[src/include/swrl_defs.svh]
`ifndef SWRL_DEFS_SVH
`define SWRL_DEFS_SVH
// Function
// - Host alone opens a frame; the device only emits interrupt pulses.
// - Frame: start 3, opcode 3, address 5, guard 1, data 8, parity 2.
// - Write frames add one turnaround guard then two device acknowledge bits.
// - Start field follows polarity; its middle bit's length sets the bit period.
// - Opcode 1,1,0 reads, 0,1,1 writes; anything else is no access.
// - Guard bits only allow turnaround; their sampled value means nothing.
// - First parity bit is odd parity of opcode, address, data; second inverts it. The code sends and checks the XOR of those fields (even parity).
// - After the write guard, device returns both parity bits as acknowledge.
// - Bit periods up to 1024 output clock cycles are measured; longer aborts.
// - The link runs on the device output clock at any running rate.
// - Polarity is programmable; idle line weakly pulled to the inactive level.
// - One pin carries both transfer directions and the interrupt request.
// - Five-bit address reaches 36 registers, some through a page select.
// - An interrupt drives the active level four clocks, then goes inactive.
// - Interrupt polarity lives in bit 6 of register 0x11.
// - Wakeup timer end of count raises an interrupt pulse on the line.

// Field widths
`define SWRL_ADDR_W        5
`define SWRL_DATA_W        8
`define SWRL_OP_W          3
`define SWRL_PER_W         11
`define SWRL_IDX_W         5
`define SWRL_TX_W          10

// Opcodes, first received bit in the msb
`define SWRL_OP_READ       3'h6
`define SWRL_OP_WRITE      3'h3

// Bit period limits in output clock cycles
`define SWRL_MIN_PERIOD    11'h004
`define SWRL_MAX_PERIOD    11'h400

// Interrupt pulse length in output clock cycles
`define SWRL_IRQ_CYCLES    3'h4

// Bit positions in a frame, third start bit is position 0
`define SWRL_IDX_OP_FIRST  5'h01
`define SWRL_IDX_OP_LAST   5'h03
`define SWRL_IDX_ADDR_FIRST 5'h04
`define SWRL_IDX_ADDR_LAST 5'h08
`define SWRL_IDX_GUARD0    5'h09
`define SWRL_IDX_DATA_FIRST 5'h0a
`define SWRL_IDX_DATA_LAST 5'h11
`define SWRL_IDX_PAR0      5'h12
`define SWRL_IDX_PAR1      5'h13
`define SWRL_IDX_ACK0      5'h15
`define SWRL_IDX_ACK1      5'h16
`define SWRL_IDX_RD_END    5'h15
`define SWRL_IDX_WR_END    5'h18

// Register bank
`define SWRL_NUM_REGS      32
`define SWRL_NUM_PAGED     4
`define SWRL_PIDX_W        2
`define SWRL_REG_POL       5'h11
`define SWRL_POL_BIT       6
`define SWRL_REG_PAGE      5'h1f
`define SWRL_PAGE_BIT      0
`define SWRL_PAGED_BASE    5'h1b
`define SWRL_PAGED_LAST    5'h1e
`define SWRL_REG_RST       8'h00

`endif

[src/include/swrl_pkg.sv]
`include "swrl_defs.svh"
package swrl_pkg;

  typedef logic [`SWRL_ADDR_W-1:0] swrl_addr_t;
  typedef logic [`SWRL_DATA_W-1:0] swrl_data_t;

  typedef enum logic [2:0] {
    SWRL_WAIT_IDLE = 3'h0,
    SWRL_IDLE      = 3'h1,
    SWRL_START1    = 3'h2,
    SWRL_START2    = 3'h3,
    SWRL_FRAME     = 3'h4,
    SWRL_IRQ       = 3'h5
  } swrl_state_t;

endpackage

[src/swrl_bit_clock.sv]
`timescale 1ns/1ps
`include "swrl_defs.svh"
module swrl_bit_clock #(
  parameter int unsigned PER_W = `SWRL_PER_W
) (
  // Clock and reset
  input  wire logic             clk,
  input  wire logic             srst,
  // Bit timing
  input  wire logic             run,
  input  wire logic [PER_W-1:0] period,
  output logic                  bit_end,
  output logic                  bit_mid
);

  logic [PER_W-1:0] cnt_ff;

  // Cycle count within the current bit
  always_ff @(posedge clk) begin
    if (srst || !run) begin
      cnt_ff <= '0;
    end else if (bit_end) begin
      cnt_ff <= '0;
    end else begin
      cnt_ff <= cnt_ff + 1'b1;
    end
  end

  assign bit_end = run && (cnt_ff == period - 1'b1);
  assign bit_mid = run && (cnt_ff == (period >> 1));

endmodule

[src/swrl_link.sv]
`timescale 1ns/1ps
`include "swrl_defs.svh"
module swrl_link #(
  parameter int unsigned PER_W = `SWRL_PER_W
) (
  // Clock and reset
  input  wire logic                 clk,
  input  wire logic                 srst,
  // Shared serial and interrupt pin
  input  wire logic                 line_in,
  output logic                      line_out,
  output logic                      line_oe,
  output logic                      line_pull_level,
  // Wakeup timer event
  input  wire logic                 timer_expire,
  // Register bank view
  output logic                      irq_polarity,
  output logic                      reg_wr_stb,
  output swrl_pkg::swrl_addr_t      reg_wr_addr,
  output logic                      reg_wr_paged,
  output swrl_pkg::swrl_data_t      reg_wr_data,
  output logic                      reg_rd_stb,
  output swrl_pkg::swrl_addr_t      reg_rd_addr,
  // Link status
  output logic                      frame_busy,
  output logic                      frame_err
);
  import swrl_pkg::*;

  logic                       line_meta_ff;
  logic                       line_sync_ff;
  swrl_state_t                state_ff;
  swrl_state_t                nxt_state;
  logic [PER_W-1:0]           meas_ff;
  logic [PER_W-1:0]           period_ff;
  logic [`SWRL_IDX_W-1:0]     idx_ff;
  logic [`SWRL_IDX_W-1:0]     nxt_idx;
  logic [`SWRL_OP_W-1:0]      op_ff;
  logic                       is_wr_ff;
  swrl_addr_t                 addr_ff;
  swrl_data_t                 data_ff;
  logic                       p0_rx_ff;
  logic                       ack_ok_ff;
  logic [`SWRL_TX_W-1:0]      tx_ff;
  logic [2:0]                 irq_cnt_ff;
  logic                       pend_ff;
  logic                       line_out_ff;
  logic                       line_oe_ff;
  logic                       pull_ff;
  logic                       wr_stb_ff;
  swrl_addr_t                 wr_addr_ff;
  logic                       wr_paged_ff;
  swrl_data_t                 wr_data_ff;
  logic                       rd_stb_ff;
  swrl_addr_t                 rd_addr_ff;
  logic                       err_ff;
  swrl_data_t                 bank_ff [`SWRL_NUM_REGS];
  swrl_data_t                 page_bank_ff [`SWRL_NUM_PAGED];
  logic                       bit_end;
  logic                       bit_mid;
  logic                       run;
  logic                       pol;
  logic                       act;
  logic                       paged_hit;
  logic [`SWRL_PIDX_W-1:0]    pidx;
  swrl_data_t                 rd_data;
  logic [`SWRL_OP_W-1:0]      op_now;
  logic                       op_bad;
  logic                       par_tx;
  logic                       par_wr;
  logic                       commit;
  logic                       par_bad;
  logic                       per_bad;
  logic                       drive_win;
  logic [`SWRL_IDX_W-1:0]     end_idx;

  // Pin synchroniser
  always_ff @(posedge clk) begin
    if (srst) begin
      line_meta_ff <= 1'b0;
      line_sync_ff <= 1'b0;
    end else begin
      line_meta_ff <= line_in;
      line_sync_ff <= line_meta_ff;
    end
  end

  // Polarity decode and address mapping
  assign pol       = bank_ff[`SWRL_REG_POL][`SWRL_POL_BIT];
  assign act       = (line_sync_ff == pol);
  assign paged_hit = bank_ff[`SWRL_REG_PAGE][`SWRL_PAGE_BIT] &&
                     (addr_ff >= `SWRL_PAGED_BASE) && (addr_ff <= `SWRL_PAGED_LAST);
  assign pidx      = `SWRL_PIDX_W'(addr_ff - `SWRL_PAGED_BASE);
  assign rd_data   = paged_hit ? page_bank_ff[pidx] : bank_ff[addr_ff];
  assign op_now    = {op_ff[`SWRL_OP_W-2:0], line_sync_ff};
  assign op_bad    = (op_now != `SWRL_OP_READ) && (op_now != `SWRL_OP_WRITE);
  assign par_tx    = (^op_ff) ^ (^addr_ff) ^ (^rd_data);
  assign par_wr    = (^op_ff) ^ (^addr_ff) ^ (^data_ff);
  assign run       = (state_ff == SWRL_FRAME);
  assign end_idx   = is_wr_ff ? `SWRL_IDX_WR_END : `SWRL_IDX_RD_END;
  assign nxt_idx   = idx_ff + 1'b1;
  assign per_bad   = (meas_ff < `SWRL_MIN_PERIOD);

  assign commit = run && bit_mid && is_wr_ff && (idx_ff == `SWRL_IDX_PAR1) &&
                  (p0_rx_ff == par_wr) && (line_sync_ff != p0_rx_ff);
  assign par_bad = run && bit_mid && is_wr_ff && (idx_ff == `SWRL_IDX_PAR1) && !commit;

  // Output window for the next bit position
  always_comb begin
    if (is_wr_ff) begin
      drive_win = ack_ok_ff && (nxt_idx >= `SWRL_IDX_ACK0) && (nxt_idx <= `SWRL_IDX_ACK1);
    end else begin
      drive_win = (nxt_idx >= `SWRL_IDX_DATA_FIRST) && (nxt_idx <= `SWRL_IDX_PAR1);
    end
  end

  swrl_bit_clock #(
    .PER_W   (PER_W)
  ) u_bit_clock (
    .clk     (clk),
    .srst    (srst),
    .run     (run),
    .period  (period_ff),
    .bit_end (bit_end),
    .bit_mid (bit_mid)
  );

  // Link state machine
  always_comb begin
    nxt_state = state_ff;
    unique case (state_ff)
      SWRL_WAIT_IDLE: begin
        if (!act) begin
          nxt_state = SWRL_IDLE;
        end
      end
      SWRL_IDLE: begin
        if (act) begin
          nxt_state = SWRL_START1;
        end else if (pend_ff) begin
          nxt_state = SWRL_IRQ;
        end
      end
      SWRL_START1: begin
        if (!act) begin
          nxt_state = SWRL_START2;
        end else if (meas_ff >= `SWRL_MAX_PERIOD) begin
          nxt_state = SWRL_WAIT_IDLE;
        end
      end
      SWRL_START2: begin
        if (act) begin
          nxt_state = per_bad ? SWRL_WAIT_IDLE : SWRL_FRAME;
        end else if (meas_ff >= `SWRL_MAX_PERIOD) begin
          nxt_state = SWRL_WAIT_IDLE;
        end
      end
      SWRL_FRAME: begin
        if (bit_mid && (idx_ff == `SWRL_IDX_OP_LAST) && op_bad) begin
          nxt_state = SWRL_WAIT_IDLE;
        end else if (bit_end && (idx_ff == end_idx)) begin
          nxt_state = SWRL_WAIT_IDLE;
        end
      end
      SWRL_IRQ: begin
        if (irq_cnt_ff == `SWRL_IRQ_CYCLES) begin
          nxt_state = SWRL_WAIT_IDLE;
        end
      end
      default: begin
        nxt_state = SWRL_WAIT_IDLE;
      end
    endcase
  end

  always_ff @(posedge clk) begin
    if (srst) begin
      state_ff <= SWRL_WAIT_IDLE;
    end else begin
      state_ff <= nxt_state;
    end
  end

  // Start field period measurement
  always_ff @(posedge clk) begin
    if (srst) begin
      meas_ff   <= '0;
      period_ff <= `SWRL_MAX_PERIOD;
    end else if (state_ff == SWRL_START1) begin
      meas_ff <= act ? meas_ff + 1'b1 : PER_W'(1);
    end else if (state_ff == SWRL_START2) begin
      if (act) begin
        period_ff <= meas_ff;
      end else begin
        meas_ff <= meas_ff + 1'b1;
      end
    end else if (state_ff != SWRL_FRAME) begin
      meas_ff <= '0;
    end
  end

  // Bit position within the frame
  always_ff @(posedge clk) begin
    if (srst || !run) begin
      idx_ff <= '0;
    end else if (bit_end) begin
      idx_ff <= nxt_idx;
    end
  end

  // Received fields, sampled mid-bit; guard positions are skipped
  always_ff @(posedge clk) begin
    if (srst) begin
      op_ff     <= '0;
      is_wr_ff  <= 1'b0;
      addr_ff   <= '0;
      data_ff   <= '0;
      p0_rx_ff  <= 1'b0;
      ack_ok_ff <= 1'b0;
    end else if (state_ff == SWRL_START1) begin
      ack_ok_ff <= 1'b0;
    end else if (run && bit_mid) begin
      if ((idx_ff >= `SWRL_IDX_OP_FIRST) && (idx_ff <= `SWRL_IDX_OP_LAST)) begin
        op_ff <= op_now;
      end
      if (idx_ff == `SWRL_IDX_OP_LAST) begin
        is_wr_ff <= (op_now == `SWRL_OP_WRITE);
      end
      if ((idx_ff >= `SWRL_IDX_ADDR_FIRST) && (idx_ff <= `SWRL_IDX_ADDR_LAST)) begin
        addr_ff <= {line_sync_ff, addr_ff[`SWRL_ADDR_W-1:1]};
      end
      if (is_wr_ff && (idx_ff >= `SWRL_IDX_DATA_FIRST) && (idx_ff <= `SWRL_IDX_DATA_LAST)) begin
        data_ff <= {line_sync_ff, data_ff[`SWRL_DATA_W-1:1]};
      end
      if (idx_ff == `SWRL_IDX_PAR0) begin
        p0_rx_ff <= line_sync_ff;
      end
      if (idx_ff == `SWRL_IDX_PAR1) begin
        ack_ok_ff <= commit;
      end
    end
  end

  // Register bank, reset to defaults
  always_ff @(posedge clk) begin
    if (srst) begin
      for (int i = 0; i < `SWRL_NUM_REGS; i++) begin
        bank_ff[i] <= `SWRL_REG_RST;
      end
      for (int j = 0; j < `SWRL_NUM_PAGED; j++) begin
        page_bank_ff[j] <= `SWRL_REG_RST;
      end
    end else if (commit) begin
      if (paged_hit) begin
        page_bank_ff[pidx] <= data_ff;
      end else begin
        bank_ff[addr_ff] <= data_ff;
      end
    end
  end

  // Register access strobes for the rest of the chip
  always_ff @(posedge clk) begin
    if (srst) begin
      wr_stb_ff   <= 1'b0;
      wr_addr_ff  <= '0;
      wr_paged_ff <= 1'b0;
      wr_data_ff  <= '0;
      rd_stb_ff   <= 1'b0;
      rd_addr_ff  <= '0;
    end else begin
      wr_stb_ff <= commit;
      rd_stb_ff <= run && bit_mid && !is_wr_ff && (idx_ff == `SWRL_IDX_GUARD0);
      if (commit) begin
        wr_addr_ff  <= addr_ff;
        wr_paged_ff <= paged_hit;
        wr_data_ff  <= data_ff;
      end
      if (run && bit_mid && !is_wr_ff && (idx_ff == `SWRL_IDX_GUARD0)) begin
        rd_addr_ff <= addr_ff;
      end
    end
  end

  // Pending interrupt, a new event beats the clear
  always_ff @(posedge clk) begin
    if (srst) begin
      pend_ff <= 1'b0;
    end else if (timer_expire) begin
      pend_ff <= 1'b1;
    end else if ((state_ff == SWRL_IDLE) && (nxt_state == SWRL_IRQ)) begin
      pend_ff <= 1'b0;
    end
  end

  // Pin drive: interrupt pulse, read data and write acknowledge
  always_ff @(posedge clk) begin
    if (srst) begin
      line_out_ff <= 1'b0;
      line_oe_ff  <= 1'b0;
      tx_ff       <= '0;
      irq_cnt_ff  <= '0;
    end else if (state_ff == SWRL_IRQ) begin
      if (irq_cnt_ff < `SWRL_IRQ_CYCLES) begin
        line_oe_ff  <= 1'b1;
        line_out_ff <= pol;
        irq_cnt_ff  <= irq_cnt_ff + 1'b1;
      end else begin
        line_oe_ff  <= 1'b0;
      end
    end else if (run) begin
      irq_cnt_ff <= '0;
      if (bit_mid && !is_wr_ff && (idx_ff == `SWRL_IDX_GUARD0)) begin
        tx_ff <= {~par_tx, par_tx, rd_data};
      end else if (commit) begin
        tx_ff <= {{`SWRL_DATA_W{1'b0}}, ~p0_rx_ff, p0_rx_ff};
      end else if (bit_end) begin
        if (drive_win) begin
          line_oe_ff  <= 1'b1;
          line_out_ff <= tx_ff[0];
          tx_ff       <= tx_ff >> 1;
        end else begin
          line_oe_ff  <= 1'b0;
        end
      end
    end else begin
      irq_cnt_ff <= '0;
      line_oe_ff <= 1'b0;
    end
  end

  // Idle pull level, status and error flags
  always_ff @(posedge clk) begin
    if (srst) begin
      pull_ff <= 1'b1;
      err_ff  <= 1'b0;
    end else begin
      pull_ff <= ~pol;
      err_ff  <= ((state_ff == SWRL_FRAME) && bit_mid && (idx_ff == `SWRL_IDX_OP_LAST) && op_bad) ||
                 par_bad ||
                 ((state_ff == SWRL_START2) && act && per_bad) ||
                 ((state_ff == SWRL_START2) && !act && (meas_ff >= `SWRL_MAX_PERIOD));
    end
  end

  // Everything runs on clk, the device output clock
  assign line_out        = line_out_ff;
  assign line_oe         = line_oe_ff;
  assign line_pull_level = pull_ff;
  assign irq_polarity    = pol;
  assign reg_wr_stb      = wr_stb_ff;
  assign reg_wr_addr     = wr_addr_ff;
  assign reg_wr_paged    = wr_paged_ff;
  assign reg_wr_data     = wr_data_ff;
  assign reg_rd_stb      = rd_stb_ff;
  assign reg_rd_addr     = rd_addr_ff;
  assign frame_busy      = (state_ff != SWRL_IDLE);
  assign frame_err       = err_ff;

endmodule

[config.mk]
export PLATFORM = sky130hd
export DESIGN_NAME = swrl_link
export DESIGN_NICKNAME = d
export VERILOG_FILES = /design/src/include/swrl_pkg.sv /design/src/swrl_bit_clock.sv /design/src/swrl_link.sv
export VERILOG_INCLUDE_DIRS = /design/src /design/src/include
export SDC_FILE = /design/constraint.sdc
export NUM_CORES = 1
export LEC_CHECK = 0
export BUFFER_PORTS_ARGS = -buffer_cell sky130_fd_sc_hd__buf_2
export CAP_MARGIN = 20
export CORE_UTILIZATION = 28
export DETAILED_ROUTE_END_ITERATION = 8
export PLACE_DENSITY = 0.53
export SYNTH_ARGS = -nofsm -noshare
export SYNTH_HDL_FRONTEND = slang
export SYNTH_SLANG_ARGS = --single-unit
[constraint.sdc]
create_clock -name clk -period 4.5 [get_ports clk]
set_input_delay 0.45 -clock clk [delete_from_list [all_inputs] [get_ports clk]]
set_output_delay 0.45 -clock clk [all_outputs]
set_load 0.1 [all_outputs]
# [Yosys cells after proc, flatten, opt, wreduce, memory -nomap -nowiden]
# Memory sizes are Yosys's and may differ from the RTL's. A register that Yosys moved wholly into a read port is not among the register bits.
# Cells that the tools add are included.
# Widths: inputs -> output; s select.
[totals] regBits=101 mem_bits_ro=0 memories=2 latchBits=0 mem_bits_rw=288 out_inout_bits=27 input_bits=4
[classes] muxes=57 n_lt_le_gt_ge=15 eq_ne=29 bitwise=8 n_reduce_logical=68 n_mul=0 addsub=6 div_mod_pow=0 shifts=0
[mem_list] memory="bank_ff" depth=32 width=8 rd=3 rd_clocked_by_memory_dff=1 wr=32 line="swrl_link.sv:57" rtl="swrl_data_t bank_ff [`SWRL_NUM_REGS];"
[mem_list] memory="page_bank_ff" depth=4 width=8 rd=1 rd_clocked_by_memory_dff=0 wr=4 line="swrl_link.sv:58" rtl="swrl_data_t page_bank_ff [`SWRL_NUM_PAGED];"
[ops] cell="$mux 11" count=5
[ops] cell="$mux 10" count=4
[ops] cell="$logic_and 1x1->1" count=32
[ops] cell="$mux 3" count=10
[ops] cell="$mux 1" count=29
[ops] cell="$mux 8" count=3
[ops] cell="$add 11x1->11 const B" count=2
[ops] cell="$reduce_and 3->1" count=7
[ops] cell="$le 5x5->1 const B" count=4
[ops] cell="$pmux 3 s6" count=1
[ops] cell="$reduce_or 8->1" count=2
[ops] cell="$reduce_xor 8->1" count=2
[ops] cell="$mux 5" count=3
[ops] cell="$eq 3x3->1 const B" count=4
[ops] cell="$ne 3x3->1 const B" count=4
[ops] cell="$eq 11x10->1" count=1
[ops] cell="$eq 11x11->1" count=1
[ops] cell="$ge 11x11->1 const B" count=1
[ops] cell="$lt 11x3->1 const B" count=1
[ops] cell="$sub 11x1->11 const B" count=1
[ops] cell="$eq 5x5->1 const B" count=2
[ops] cell="$ge 5x4->1 const B" count=2
[ops] cell="$ge 5x5->1 const B" count=2
[ops] cell="$eq 3x2->1 const B" count=3
[ops] cell="33 further kinds" count=57

# [Depth between registers and ports, before layout]
# Gate-level depths: netlist (run 1).
[logic_depth] ltp_word=12 mapped_depth=14 mapped_depth_nobuf=11

# [Cells and area by module]
# Synthesis (run 1) repeated with hierarchy kept, for this count alone.
[unflattened] cells_unflattened=1556 hier_area_um2=19319.8
[by_module_without_submodules] module="swrl_link" cells_each=1407 area_per_inst_um2=18148.7 seq_area_each_um2=10550.1 instances=1
[by_module_without_submodules] module="swrl_bit_clock" cells_each=149 area_per_inst_um2=1171.1 seq_area_each_um2=220.2 instances=1

# [Least setup slack after synthesis (run 1)]
# No wires, ideal clock.
[synth_timing] kind="register to register" startpoint="register addr_ff[0]" endpoint="memory bank_ff[15][0] in the netlist's numbering, enable pin" path_stages_with_launch=14 synth_period_minus_slack_ps=4489 path_buffers=3 t_arrival_ps=4105 required_ps=4116 path_slack_ps=11 path_cell_list="dfxtp_1 buf_1 inv_1 ha_1 xnor2_1 xnor3_1 xnor3_1 mux2i_1 or2_1 clkbuf_1 nor3b_2 nand2_1 clkbuf_1 o21ai_0"
[synth_lines] element="from (decl)" line="swrl_link.sv:40" rtl="swrl_addr_t addr_ff;"
[synth_lines] element="from (signal assigned)" line="swrl_link.sv:230" rtl="addr_ff <= {line_sync_ff, addr_ff[`SWRL_ADDR_W-1:1]};"
[synth_lines] element="to (decl)" line="swrl_link.sv:57"

==> results of run 1 <==
-- layer usage --
metal	vias up	part of all wire	global-route usage
met5	-	0	0
met4	0	0.032	0.05016
met3	75	0.051	0.02466
met2	297	0.47	0.2259
met1	5748	0.45	0.1917
li1	5344	-	-
-- what timing repair did --
action,CTS,global route
setup endpoints to repair,0,6
resized for setup,0,2
hold buffers,0,0
-- synth_stat cells (5+ instances only) --
library cell                 n  share of area
sky130_fd_sc_hd__and2_1    292          0.098
sky130_fd_sc_hd__edfxtp_1  288           0.47
sky130_fd_sc_hd__nor2_1    142          0.029
sky130_fd_sc_hd__dfxtp_1   106           0.11
sky130_fd_sc_hd__clkbuf_1   86          0.017
sky130_fd_sc_hd__mux4_2     84           0.10
sky130_fd_sc_hd__nand2_1    61          0.012
sky130_fd_sc_hd__o21ai_0    58          0.016
sky130_fd_sc_hd__mux2i_1    42          0.023
sky130_fd_sc_hd__a21oi_1    41          0.011
sky130_fd_sc_hd__xnor2_1    40          0.019
sky130_fd_sc_hd__nand3_1    29         0.0078
sky130_fd_sc_hd__xor2_1     27          0.013
sky130_fd_sc_hd__inv_1      18         0.0036
sky130_fd_sc_hd__ha_1       15          0.010
sky130_fd_sc_hd__nand4_1    13         0.0044
sky130_fd_sc_hd__nor3_1     11         0.0030
sky130_fd_sc_hd__and3_1     10         0.0034
sky130_fd_sc_hd__nor2b_1    10         0.0034
sky130_fd_sc_hd__or3_1       8         0.0027
sky130_fd_sc_hd__mux2_2      7         0.0042
sky130_fd_sc_hd__nand2b_1    7         0.0024
sky130_fd_sc_hd__buf_1       6         0.0012
sky130_fd_sc_hd__buf_2       6         0.0016
sky130_fd_sc_hd__buf_6       6         0.0036
sky130_fd_sc_hd__nor4_1      5         0.0017
-- worst min path at each step --
stage	start	endpoint	slack [ps]	depth (start not counted)
5_1_grt	timer_expire	pend_ff	100	3
4_1_cts	line_in	line_meta_ff	90	2
3_5_place_dp	line_meta_ff	line_sync_ff	430	1
6_report	line_in	line_meta_ff	120	2
3_3_place_gp	line_meta_ff	line_sync_ff	440	1
2_1_floorplan	line_meta_ff	line_sync_ff	410	1
-- state kept, by name (all words and copies together) (netlist names), 5 cells and up, named ones only --
register / count
u_bit_clock.cnt_ff: 11
reg_rd_addr: 5
bank_ff: 256
page_bank_ff: 32
reg_wr_data: 8
idx_ff: 5
tx_ff: 10
period_ff: 11
meas_ff: 11
addr_ff: 5
reg_wr_addr: 5
data_ff: 8
-- cell type report --
cell class,instances,area share
Clock inverter,16,0.005763
Inverter,18,0.003175
Multi-Input combinational cell,959,0.3438
Sequential cell,394,0.5065
Tap cell,864,0.05081
Clock buffer,60,0.05645
Timing Repair Buffer,100,0.03352
-- per-stage QoR --
| stage | instance area (sq um) | setup slack, ps |
|---|---|---|
| floorplan | 18590 | 11.24 |
| global placement | 19950 | 441.6 |
| detailed placement | 19950 | 377.3 |
| CTS | 21270 | 343.1 |
| global route | 21280 | 117.5 |
| finish | 21280 | 440.7 |
-- worst register-to-register path: cells and delay by family, from the launching register on --
family | cells | cell delay (ps)
buffers and inverters | 3 | 650
muxes | 1 | 160
and+or+nand+nor | 3 | 930
xor gates and xnor gates | 3 | 960
adders and majority gates | 1 | 340
AOI/OAI and AO/OA | 1 | 220
DFF | 1 | 510
-- logic make-up after synthesis --
kind of cell | synth area share
and+or+nand+nor | 0.1787
DFF | 0.5793
muxes | 0.1286
AOI/OAI and AO/OA | 0.03937
buffers and inverters | 0.02746
xor gates and xnor gates | 0.03641
adders and majority gates | 0.01009
-- where the power goes --
group	total [W]	internal [W]	switching, W	leakage [nW]
clock network	0.00336	0.00196	0.00139	0.652
registers	0.00408	0.00402	0.0000596	3.59
logic	0.000257	0.000106	0.000151	3.01
-- placed cells by master, fill, tap and decap left out, types with 4 or more instances in the layout --
cell,count
sky130_fd_sc_hd__and2_1,292
sky130_fd_sc_hd__edfxtp_1,288
sky130_fd_sc_hd__nor2_1,141
sky130_fd_sc_hd__dfxtp_1,103
sky130_fd_sc_hd__mux4_2,84
sky130_fd_sc_hd__buf_4,67
sky130_fd_sc_hd__nand2_1,60
sky130_fd_sc_hd__o21ai_0,58
sky130_fd_sc_hd__clkbuf_16,43
sky130_fd_sc_hd__mux2i_1,42
sky130_fd_sc_hd__a21oi_1,41
sky130_fd_sc_hd__xnor2_1,40
sky130_fd_sc_hd__buf_2,30
sky130_fd_sc_hd__nand3_1,29
sky130_fd_sc_hd__xor2_1,27
sky130_fd_sc_hd__inv_1,18
sky130_fd_sc_hd__ha_1,15
sky130_fd_sc_hd__nand4_1,13
sky130_fd_sc_hd__nor3_1,11
sky130_fd_sc_hd__nor2b_1,10
sky130_fd_sc_hd__and3_1,10
sky130_fd_sc_hd__clkbuf_1,10
sky130_fd_sc_hd__clkinv_1,9
sky130_fd_sc_hd__or3_1,8
sky130_fd_sc_hd__nand2b_1,7
sky130_fd_sc_hd__mux2_2,7
sky130_fd_sc_hd__clkbuf_8,6
sky130_fd_sc_hd__nor4_1,5
sky130_fd_sc_hd__xnor3_1,4
sky130_fd_sc_hd__nand3b_1,4
sky130_fd_sc_hd__or2_2,4
sky130_fd_sc_hd__o211ai_1,4
sky130_fd_sc_hd__a211oi_1,4
sky130_fd_sc_hd__clkinv_2,4
==> Implementation_results.wiki, run 1 <==
{| class="wikitable"
! Metric !! Value
|-
| Fin cells || roughly 2400
|-
| Post-detailed-route DRC marker count || 0
|-
| Most frequently used flop master after synthesis || sky130_fd_sc_hd__edfxtp_1
|-
| Effective utilization at floorplan || 0.2828
|-
| Post-DRT Antenna Nets || 0
|-
| Portion of the post-synthesis area used by sequential elements || 0.5793
|-
| # nets final || between 1500 and 2000
|-
| Final global-route overflow total || 0
|-
| Buffers inserted during post-CTS setup optimization || 0
|-
| Maximum number of pins on one net before global-route repair || 55
|-
| Total negative slack || 0 ps
|-
| Crit. Startpoint || addr_ff[2]
|-
| H-tree depth || 2
|-
| Cell with the largest stage delay on the worst path || sky130_fd_sc_hd__dfxtp_1
|-
| Total via count in the routed design || between 10000 and 15000
|-
| Critical path fanouts, max || 10
|-
| Initial DRT Pass Iterations || 5
|-
| Ratio of cells with drive above 1 in the final layout || 0.1700
|-
| Reg2Reg Depth || 12
|-
| Initial detailed-routing violation count || between 800 and 900
|-
| Area of the multi-input gates || between 7000 and 8000 sq um
|-
| Area enclosed by the die boundary || 67430 sq um
|-
| Power per cell area || between 300 and 400 nW/um^2
|-
| Final number of hold-violating endpoints || 0
|-
| Final setup violation count || 0
|-
| Total clock buffers created by CTS || between 40 and 50
|-
| Count of different cell masters after synthesis || 59
|-
| Die extent in x || around 260 um
|-
| CP endpoint || bank_ff[9][2]
|-
| Share of the core filled with cells in the final layout || 0.3236
|-
| First-pass GRT wire length || between 70000 and 80000 um
|-
| Final critical-path required period || between 4000 and 5000 ps
|-
| CP Capture Type || flip-flop
|-
| Final clock period utilization by the worst path || 0.9021
|-
| Net Count, Synth || ~1500
|-
| Row count || 94
|-
| Power Total || 0.007694 W
|-
| IO buf count || 30
|-
| Netlist area before placement || between 15000 and 20000 sq um
|-
| Final max-slew violation count || 0
|-
| Filler cell count || 6440
|-
| Avg Vias per Cell || approximately 4.8
|-
| Placeable core region || roughly 66000 sq um
|-
| Placed cell count || 2335
|-
| Global placement routability congestion || 0.7927
|-
| Vertical die dimension || roughly 260 um
|-
| Hold slack final || approximately 120 ps
|-
| DR WL/cell || 19.54 um
|-
| Latest clock arrival within the worst-skew pair || roughly 560 ps
|-
| Number of top-level design ports || 31
|-
| Maximum VDD drop || approximately 0.28 mV
|-
| Cell at the root of the clock tree || sky130_fd_sc_hd__clkbuf_16
|-
| Number of global-route vias before repair || about 11000
|-
| Total wirelength of the detailed-routed design || 47110 um
|-
| Global routing usage summed across all routing layers || 0.1412
|-
| FF+latch count, synth || approximately 400
|-
| Worst path cell trace || inv_1 -> ha_1 -> xnor2_1 -> xnor3_1 -> xnor3_1 -> mux2i_1 -> or2_1 -> nor3b_2 -> nand2_1 -> buf_4 -> o21ai_0 -> buf_4
|-
| Number of antenna violations at the first check in global routing || 2
|-
| R2r startpoint || addr_ff[2]
|-
| Endpoint of the worst register-to-register path || bank_ff[9][2]
|-
| Growth of design area from synthesis to finish || 14.45%
|-
| Inserted Diodes || 0
|-
| Post-synthesis instance total || ~1500
|-
| Data arrival, critical path || 4320 ps
|-
| Worst Tran Pin Value || ~860 ps
|-
| Slowest stage delay, CP || 510 ps
|-
| Yosys Warn Count || 0
|-
| Worst slew margin || 0.4223
|-
| Clock transition at the registers of the reported paths || about 60 ps
|-
| CP required || approximately 4800 ps
|-
| Achievable frequency || ~250 MHz
|-
| Class of the tightest hold or removal check || primary input to flip-flop
|-
| Number of synthesized flops with an enable pin || about 290
|-
| Register-to-register setup slack || 440 ps
|-
| Post-Syn Area per Cell || roughly 13 sq um
|-
| Area taken by flip-flops and latches || around 11000 sq um
|-
| HPWL after detailed placement || between 30000 and 40000 um
|-
| Largest buffer count on any clock path || 3
|-
| TritonCTS clock tree || yes
|-
| Worst path depth || 12
|-
| Cell family contributing the most delay on the critical path || XOR/XNOR gates
|-
| Total buffers and inverters traversed by the critical path || 3
|-
| Fraction of synthesis flops using an asynchronous set or reset pin || 0
|-
| Startpoint type of the worst setup path || flip-flop
|-
| Start-to-end type of the worst setup path || flip-flop to flip-flop
|-
| Number of sinks driven by the clock tree || slightly below 400
|-
| Worst clock skew on the final layout || 21.15 ps
|-
| Max-cap violations || 0
|-
| Setup repair after global routing missed its margin || false
|-
| Run status || finished clean
|-
| Leakage power || between 7 and 8 nW
|}
Note: power is estimated with default switching activity, not from simulation.
==> run 2: changes to the inputs <==
- ABC_AREA: not set -> 1
- CTS_CLUSTER_SIZE: not set -> 14
==> Implementation_results.wiki, run 2 <==
{| class="wikitable"
! Metric !! Value
|-
| Worst clock skew on the final layout || 17.94 ps (-3.208 ps)
|-
| Net Count, Synth || 2183 (+46%)
|-
| Largest buffer count on any clock path || 3 (unchanged)
|-
| Final clock period utilization by the worst path || 0.8872 (-0.01490)
|-
| Number of synthesized flops with an enable pin || 288 (unchanged)
|-
| Max reg flops || 256 (unchanged)
|-
| Class of the tightest hold or removal check || primary input to flip-flop
|-
| Run status || finished clean
|-
| Clock transition at the registers of the reported paths || 60 ps (about the same)
|-
| Leakage power || 8.180 nW (+13%)
|-
| Cell at the root of the clock tree || sky130_fd_sc_hd__clkbuf_16
|-
| Area enclosed by the die boundary || 68640 sq um (+1.8%)
|-
| Hold Path End || pend_ff
|-
| Portion of synthesized cell area occupied by the leading cell type || 0.4569 (-0.008241)
|-
| Number of top-level design ports || 31 (unchanged)
|-
| Setup repair after global routing missed its margin || false
|-
| Total wirelength of the detailed-routed design || 54180 um (+15%)
|-
| CP Capture Type || flip-flop
|-
| Placeable core region || 66330 sq um (+0.89%)
|-
| Final critical-path required period || 3992 ps (-67.03 ps)
|-
| Fraction of synthesis flops using an asynchronous set or reset pin || 0 (unchanged)
|-
| Total via count in the routed design || 14610 (+27%)
|-
| Post-synthesis instance total || 2164 (+47%)
|-
| Adder-cell share of the synthesized area || 0.009916 (-0.0001788)
|-
| Post-detailed-route DRC marker count || 0 (unchanged)
|-
| Final number of hold-violating endpoints || 0 (unchanged)
|-
| Row count || 94 (unchanged)
|-
| Count of different cell masters after synthesis || 47 (-20%)
|-
| Global routing usage summed across all routing layers || 0.1604 (+0.01914)
|-
| Max-cap violations || 0 (unchanged)
|-
| Number of cells traversed by the worst hold path || 3 (+1)
|-
| Ratio of cells with drive above 1 in the final layout || 0.09186 (-0.07814)
|-
| Commonest cells after routing, fill and taps aside || sky130_fd_sc_hd__nand2_1 (542), sky130_fd_sc_hd__nor2_1 (387), sky130_fd_sc_hd__edfxtp_1 (288)
|-
| FF+latch count, synth || 394 (unchanged)
|-
| Cell type with the highest aggregate area in the netlist || sky130_fd_sc_hd__edfxtp_1
|-
| Avg Vias per Cell || 4.788 (+0.70%)
|-
| Leading cell type in the layout, fill and taps excluded || sky130_fd_sc_hd__nand2_1
|-
| Critical path fanouts, max || 11 (+1)
|-
| Data arrival, critical path || 4220 ps (-100 ps)
|-
| Cell with the most instances after synthesis || sky130_fd_sc_hd__nand2_1
|-
| TritonCTS clock tree || yes
|-
| Buffers inserted during post-CTS setup optimization || 0 (unchanged)
|-
| Latest clock arrival within the worst-skew pair || 570 ps (about the same)
|-
| Reg2Reg Depth || 14 (+2)
|-
| Endpoint of the worst register-to-register path || bank_ff[18][2]
|-
| Netlist area before placement || 18930 sq um (+1.8%)
|-
| Synth top area cells || sky130_fd_sc_hd__edfxtp_1 (46%), sky130_fd_sc_hd__dfxtp_1 (11%), sky130_fd_sc_hd__nand2_1 (11%)
|-
| Startpoint type of the worst setup path || flip-flop
|-
| Final max-slew violation count || 0 (unchanged)
|-
| Final setup violation count || 0 (unchanged)
|-
| First-pass GRT wire length || 83930 um (+17%)
|-
| Total negative slack || 0 ps (unchanged)
|-
| Growth of design area from synthesis to finish || 12.91%
|-
| DR WL/cell || 17.75 um (-9.1%)
|-
| Resize count post-CTS || 0 (unchanged)
|-
| Start-to-end type of the worst setup path || flip-flop to flip-flop
|-
| Number of sinks driven by the clock tree || 394 (unchanged)
|-
| Vertical die dimension || 262.0 um (+0.89%)
|-
| Maximum number of pins on one net before global-route repair || 81 (+47%)
|-
| Die extent in x || 262.0 um (+0.89%)
|-
| Maximum VDD drop || 0.2856 mV (+0.50%)
|-
| H-tree depth || 2 (unchanged)
|-
| Post-DRT Antenna Nets || 0 (unchanged)
|-
| Multiplexer fraction of the synthesized cell area || 0.0005289 (-0.1281)
|-
| Initial detailed-routing violation count || 1450 (+78%)
|-
| Register-to-register setup slack || 510 ps (+70 ps)
|-
| Inserted Diodes || 0 (unchanged)
|-
| Final global-route overflow total || 0 (unchanged)
|-
| Worst Tran Pin Value || 840.8 ps (-19.62 ps)
|-
| Share of the core filled with cells in the final layout || 0.3222 (-0.001473)
|-
| # nets final || 2176 (+42%)
|-
| Post-Syn Area per Cell || 8.746 sq um (-31%)
|-
| Total clock buffers created by CTS || 42 (unchanged)
|-
| Synth Area in Compound Gates || 0.05619 (+0.01682)
|-
| Dominant combinational cell family by area after synthesis || simple AND/OR/NAND/NOR gates
|-
| Number of global-route vias before repair || 14520 (+27%)
|-
| Yosys Warn Count || 0 (unchanged)
|-
| Xor and xnor fraction of the mapped netlist area || 0.01620 (-0.02021)
|-
| CP required || 4730 ps (-30 ps)
|-
| Filler cell count || 6952 (+8.0%)
|-
| Effective utilization at floorplan || 0.2853 (+0.002548)
|-
| IO buf count || 30 (unchanged)
|-
| R2r startpoint || addr_ff[1]
|-
| HPWL after detailed placement || 36190 um (+17%)
|-
| Critical hold path startpoint || timer_expire
|-
| Area of the multi-input gates || 7251 sq um (-0.89%)
|-
| Synthesized-area fraction occupied by and/or/nand/nor cells || 0.3003 (+0.1215)
|-
| Count of hold buffers inserted by post-cts repair || 0 (unchanged)
|-
| Achievable frequency || 250.5 MHz (+1.7%)
|-
| Biggest register || bank_ff
|-
| Worst slew margin || 0.4395 (+0.01721)
|-
| Commonest cells post-synth || sky130_fd_sc_hd__nand2_1 (542), sky130_fd_sc_hd__nor2_1 (387), sky130_fd_sc_hd__edfxtp_1 (288), sky130_fd_sc_hd__nand3_1 (247), sky130_fd_sc_hd__inv_1 (111)
|-
| Number of antenna violations at the first check in global routing || 0 (-2)
|-
| Initial DRT Pass Iterations || 6 (+1)
|-
| Area taken by flip-flops and latches || 10780 sq um (about the same)
|-
| Leading registers by flop count || bank_ff (256), page_bank_ff (32)
|-
| Power per cell area || 369.1 nW/um^2 (+2.1%)
|-
| Global placement routability congestion || 0.8631 (+8.9%)
|-
| Most frequently used flop master after synthesis || sky130_fd_sc_hd__edfxtp_1
|-
| Portion of the post-synthesis area used by sequential elements || 0.5690 (-0.01026)
|}
## run 2: changes by cell type in the layout (fill, tap and decap cells not counted), moves of 13 or more
cell and change:
sky130_fd_sc_hd__nand2_1 +482, sky130_fd_sc_hd__and2_1 -292, sky130_fd_sc_hd__nor2_1 +246, sky130_fd_sc_hd__nand3_1 +218, sky130_fd_sc_hd__inv_1 +91, sky130_fd_sc_hd__mux4_2 -84, sky130_fd_sc_hd__mux2i_1 -41, sky130_fd_sc_hd__buf_4 -36
sky130_fd_sc_hd__nand2_4 +33, sky130_fd_sc_hd__a21oi_1 +27, sky130_fd_sc_hd__o21ai_0 +27, sky130_fd_sc_hd__xnor2_1 -25, sky130_fd_sc_hd__nor2_2 +16, sky130_fd_sc_hd__nor3_1 +13
## run 2: cell type report
type | count | share of cell area
timing repair buffer | 62 | 0.01920
inverter | 124 | 0.02184
tap | 864 | 0.05059
clock inverter | 18 | 0.009133
sequential | 394 | 0.5042
clock buffer | 57 | 0.05574
multi-input combinational | 1533 | 0.3393
## run 2: through the flow
step / cells / cell area, sq um / power (W) / worst slack [ps] / hold WS [ps]
3_3_place_gp: 2976 / 19960 / 0.004441 / 709.6 / 411.2
2_1_floorplan: 2164 / 18930 / 0.004344 / 937.0 / 388.3
5_1_grt: 3052 / 21370 / 0.008120 / 242.1 / 107.3
3_5_place_dp: 2976 / 19960 / 0.004447 / 568.1 / 413.5
6_report: 3052 / 21370 / 0.007888 / 507.8 / 99.17
4_1_cts: 3051 / 21340 / 0.007952 / 510.9 / 73.28
## run 2: critical path, stage by stage (launching register included)
cell                      delay [ps]
sky130_fd_sc_hd__dfxtp_1         440
sky130_fd_sc_hd__inv_1           140
sky130_fd_sc_hd__ha_1            440
sky130_fd_sc_hd__xnor2_1         280
sky130_fd_sc_hd__xnor2_1         160
sky130_fd_sc_hd__xor2_1          280
sky130_fd_sc_hd__xor2_1          340
sky130_fd_sc_hd__nand3_1         140
sky130_fd_sc_hd__nand2_2         100
sky130_fd_sc_hd__nand2_4          90
sky130_fd_sc_hd__nor2_8          170
sky130_fd_sc_hd__nand2_8         130
sky130_fd_sc_hd__nor2_8          420
sky130_fd_sc_hd__nand2_4         190
sky130_fd_sc_hd__nand2_1         320
## run 2: how the worst max path moves through the flow
stage	start	endpoint	slack (ps)
2_1_floorplan	addr_ff[2]	page_bank_ff[3][0]	940
3_3_place_gp	addr_ff[1]	bank_ff[18][1]	710
3_5_place_dp	addr_ff[1]	bank_ff[18][0]	570
4_1_cts	addr_ff[1]	bank_ff[18][2]	510
5_1_grt	addr_ff[1]	bank_ff[18][6]	240
6_report	addr_ff[1]	bank_ff[18][2]	510
## run 2: kinds of logic after synthesis
group,Yosys count
mux,1
fa+ha+maj,15
simple gates,1290
flops,394
buf+inv,237
xor+xnor,35
compound gates,192
## run 2: routing by layer
metal  wire length [um]  global-route usage  share of wire
met1              24100              0.2133           0.44
met2              25780              0.2712           0.48
met3               3012             0.02064          0.056
met4               1286             0.04849          0.024
met5                  0                   0              0
## run 2: report_power, final
group	switching [W]	leakage (nW)	internal (W)
Sequential	0.0000513	3.59	0.00402
Combinational	0.000218	3.92	0.0000796
Clock	0.00143	0.675	0.00209
Total	0.00170	8.18	0.00619
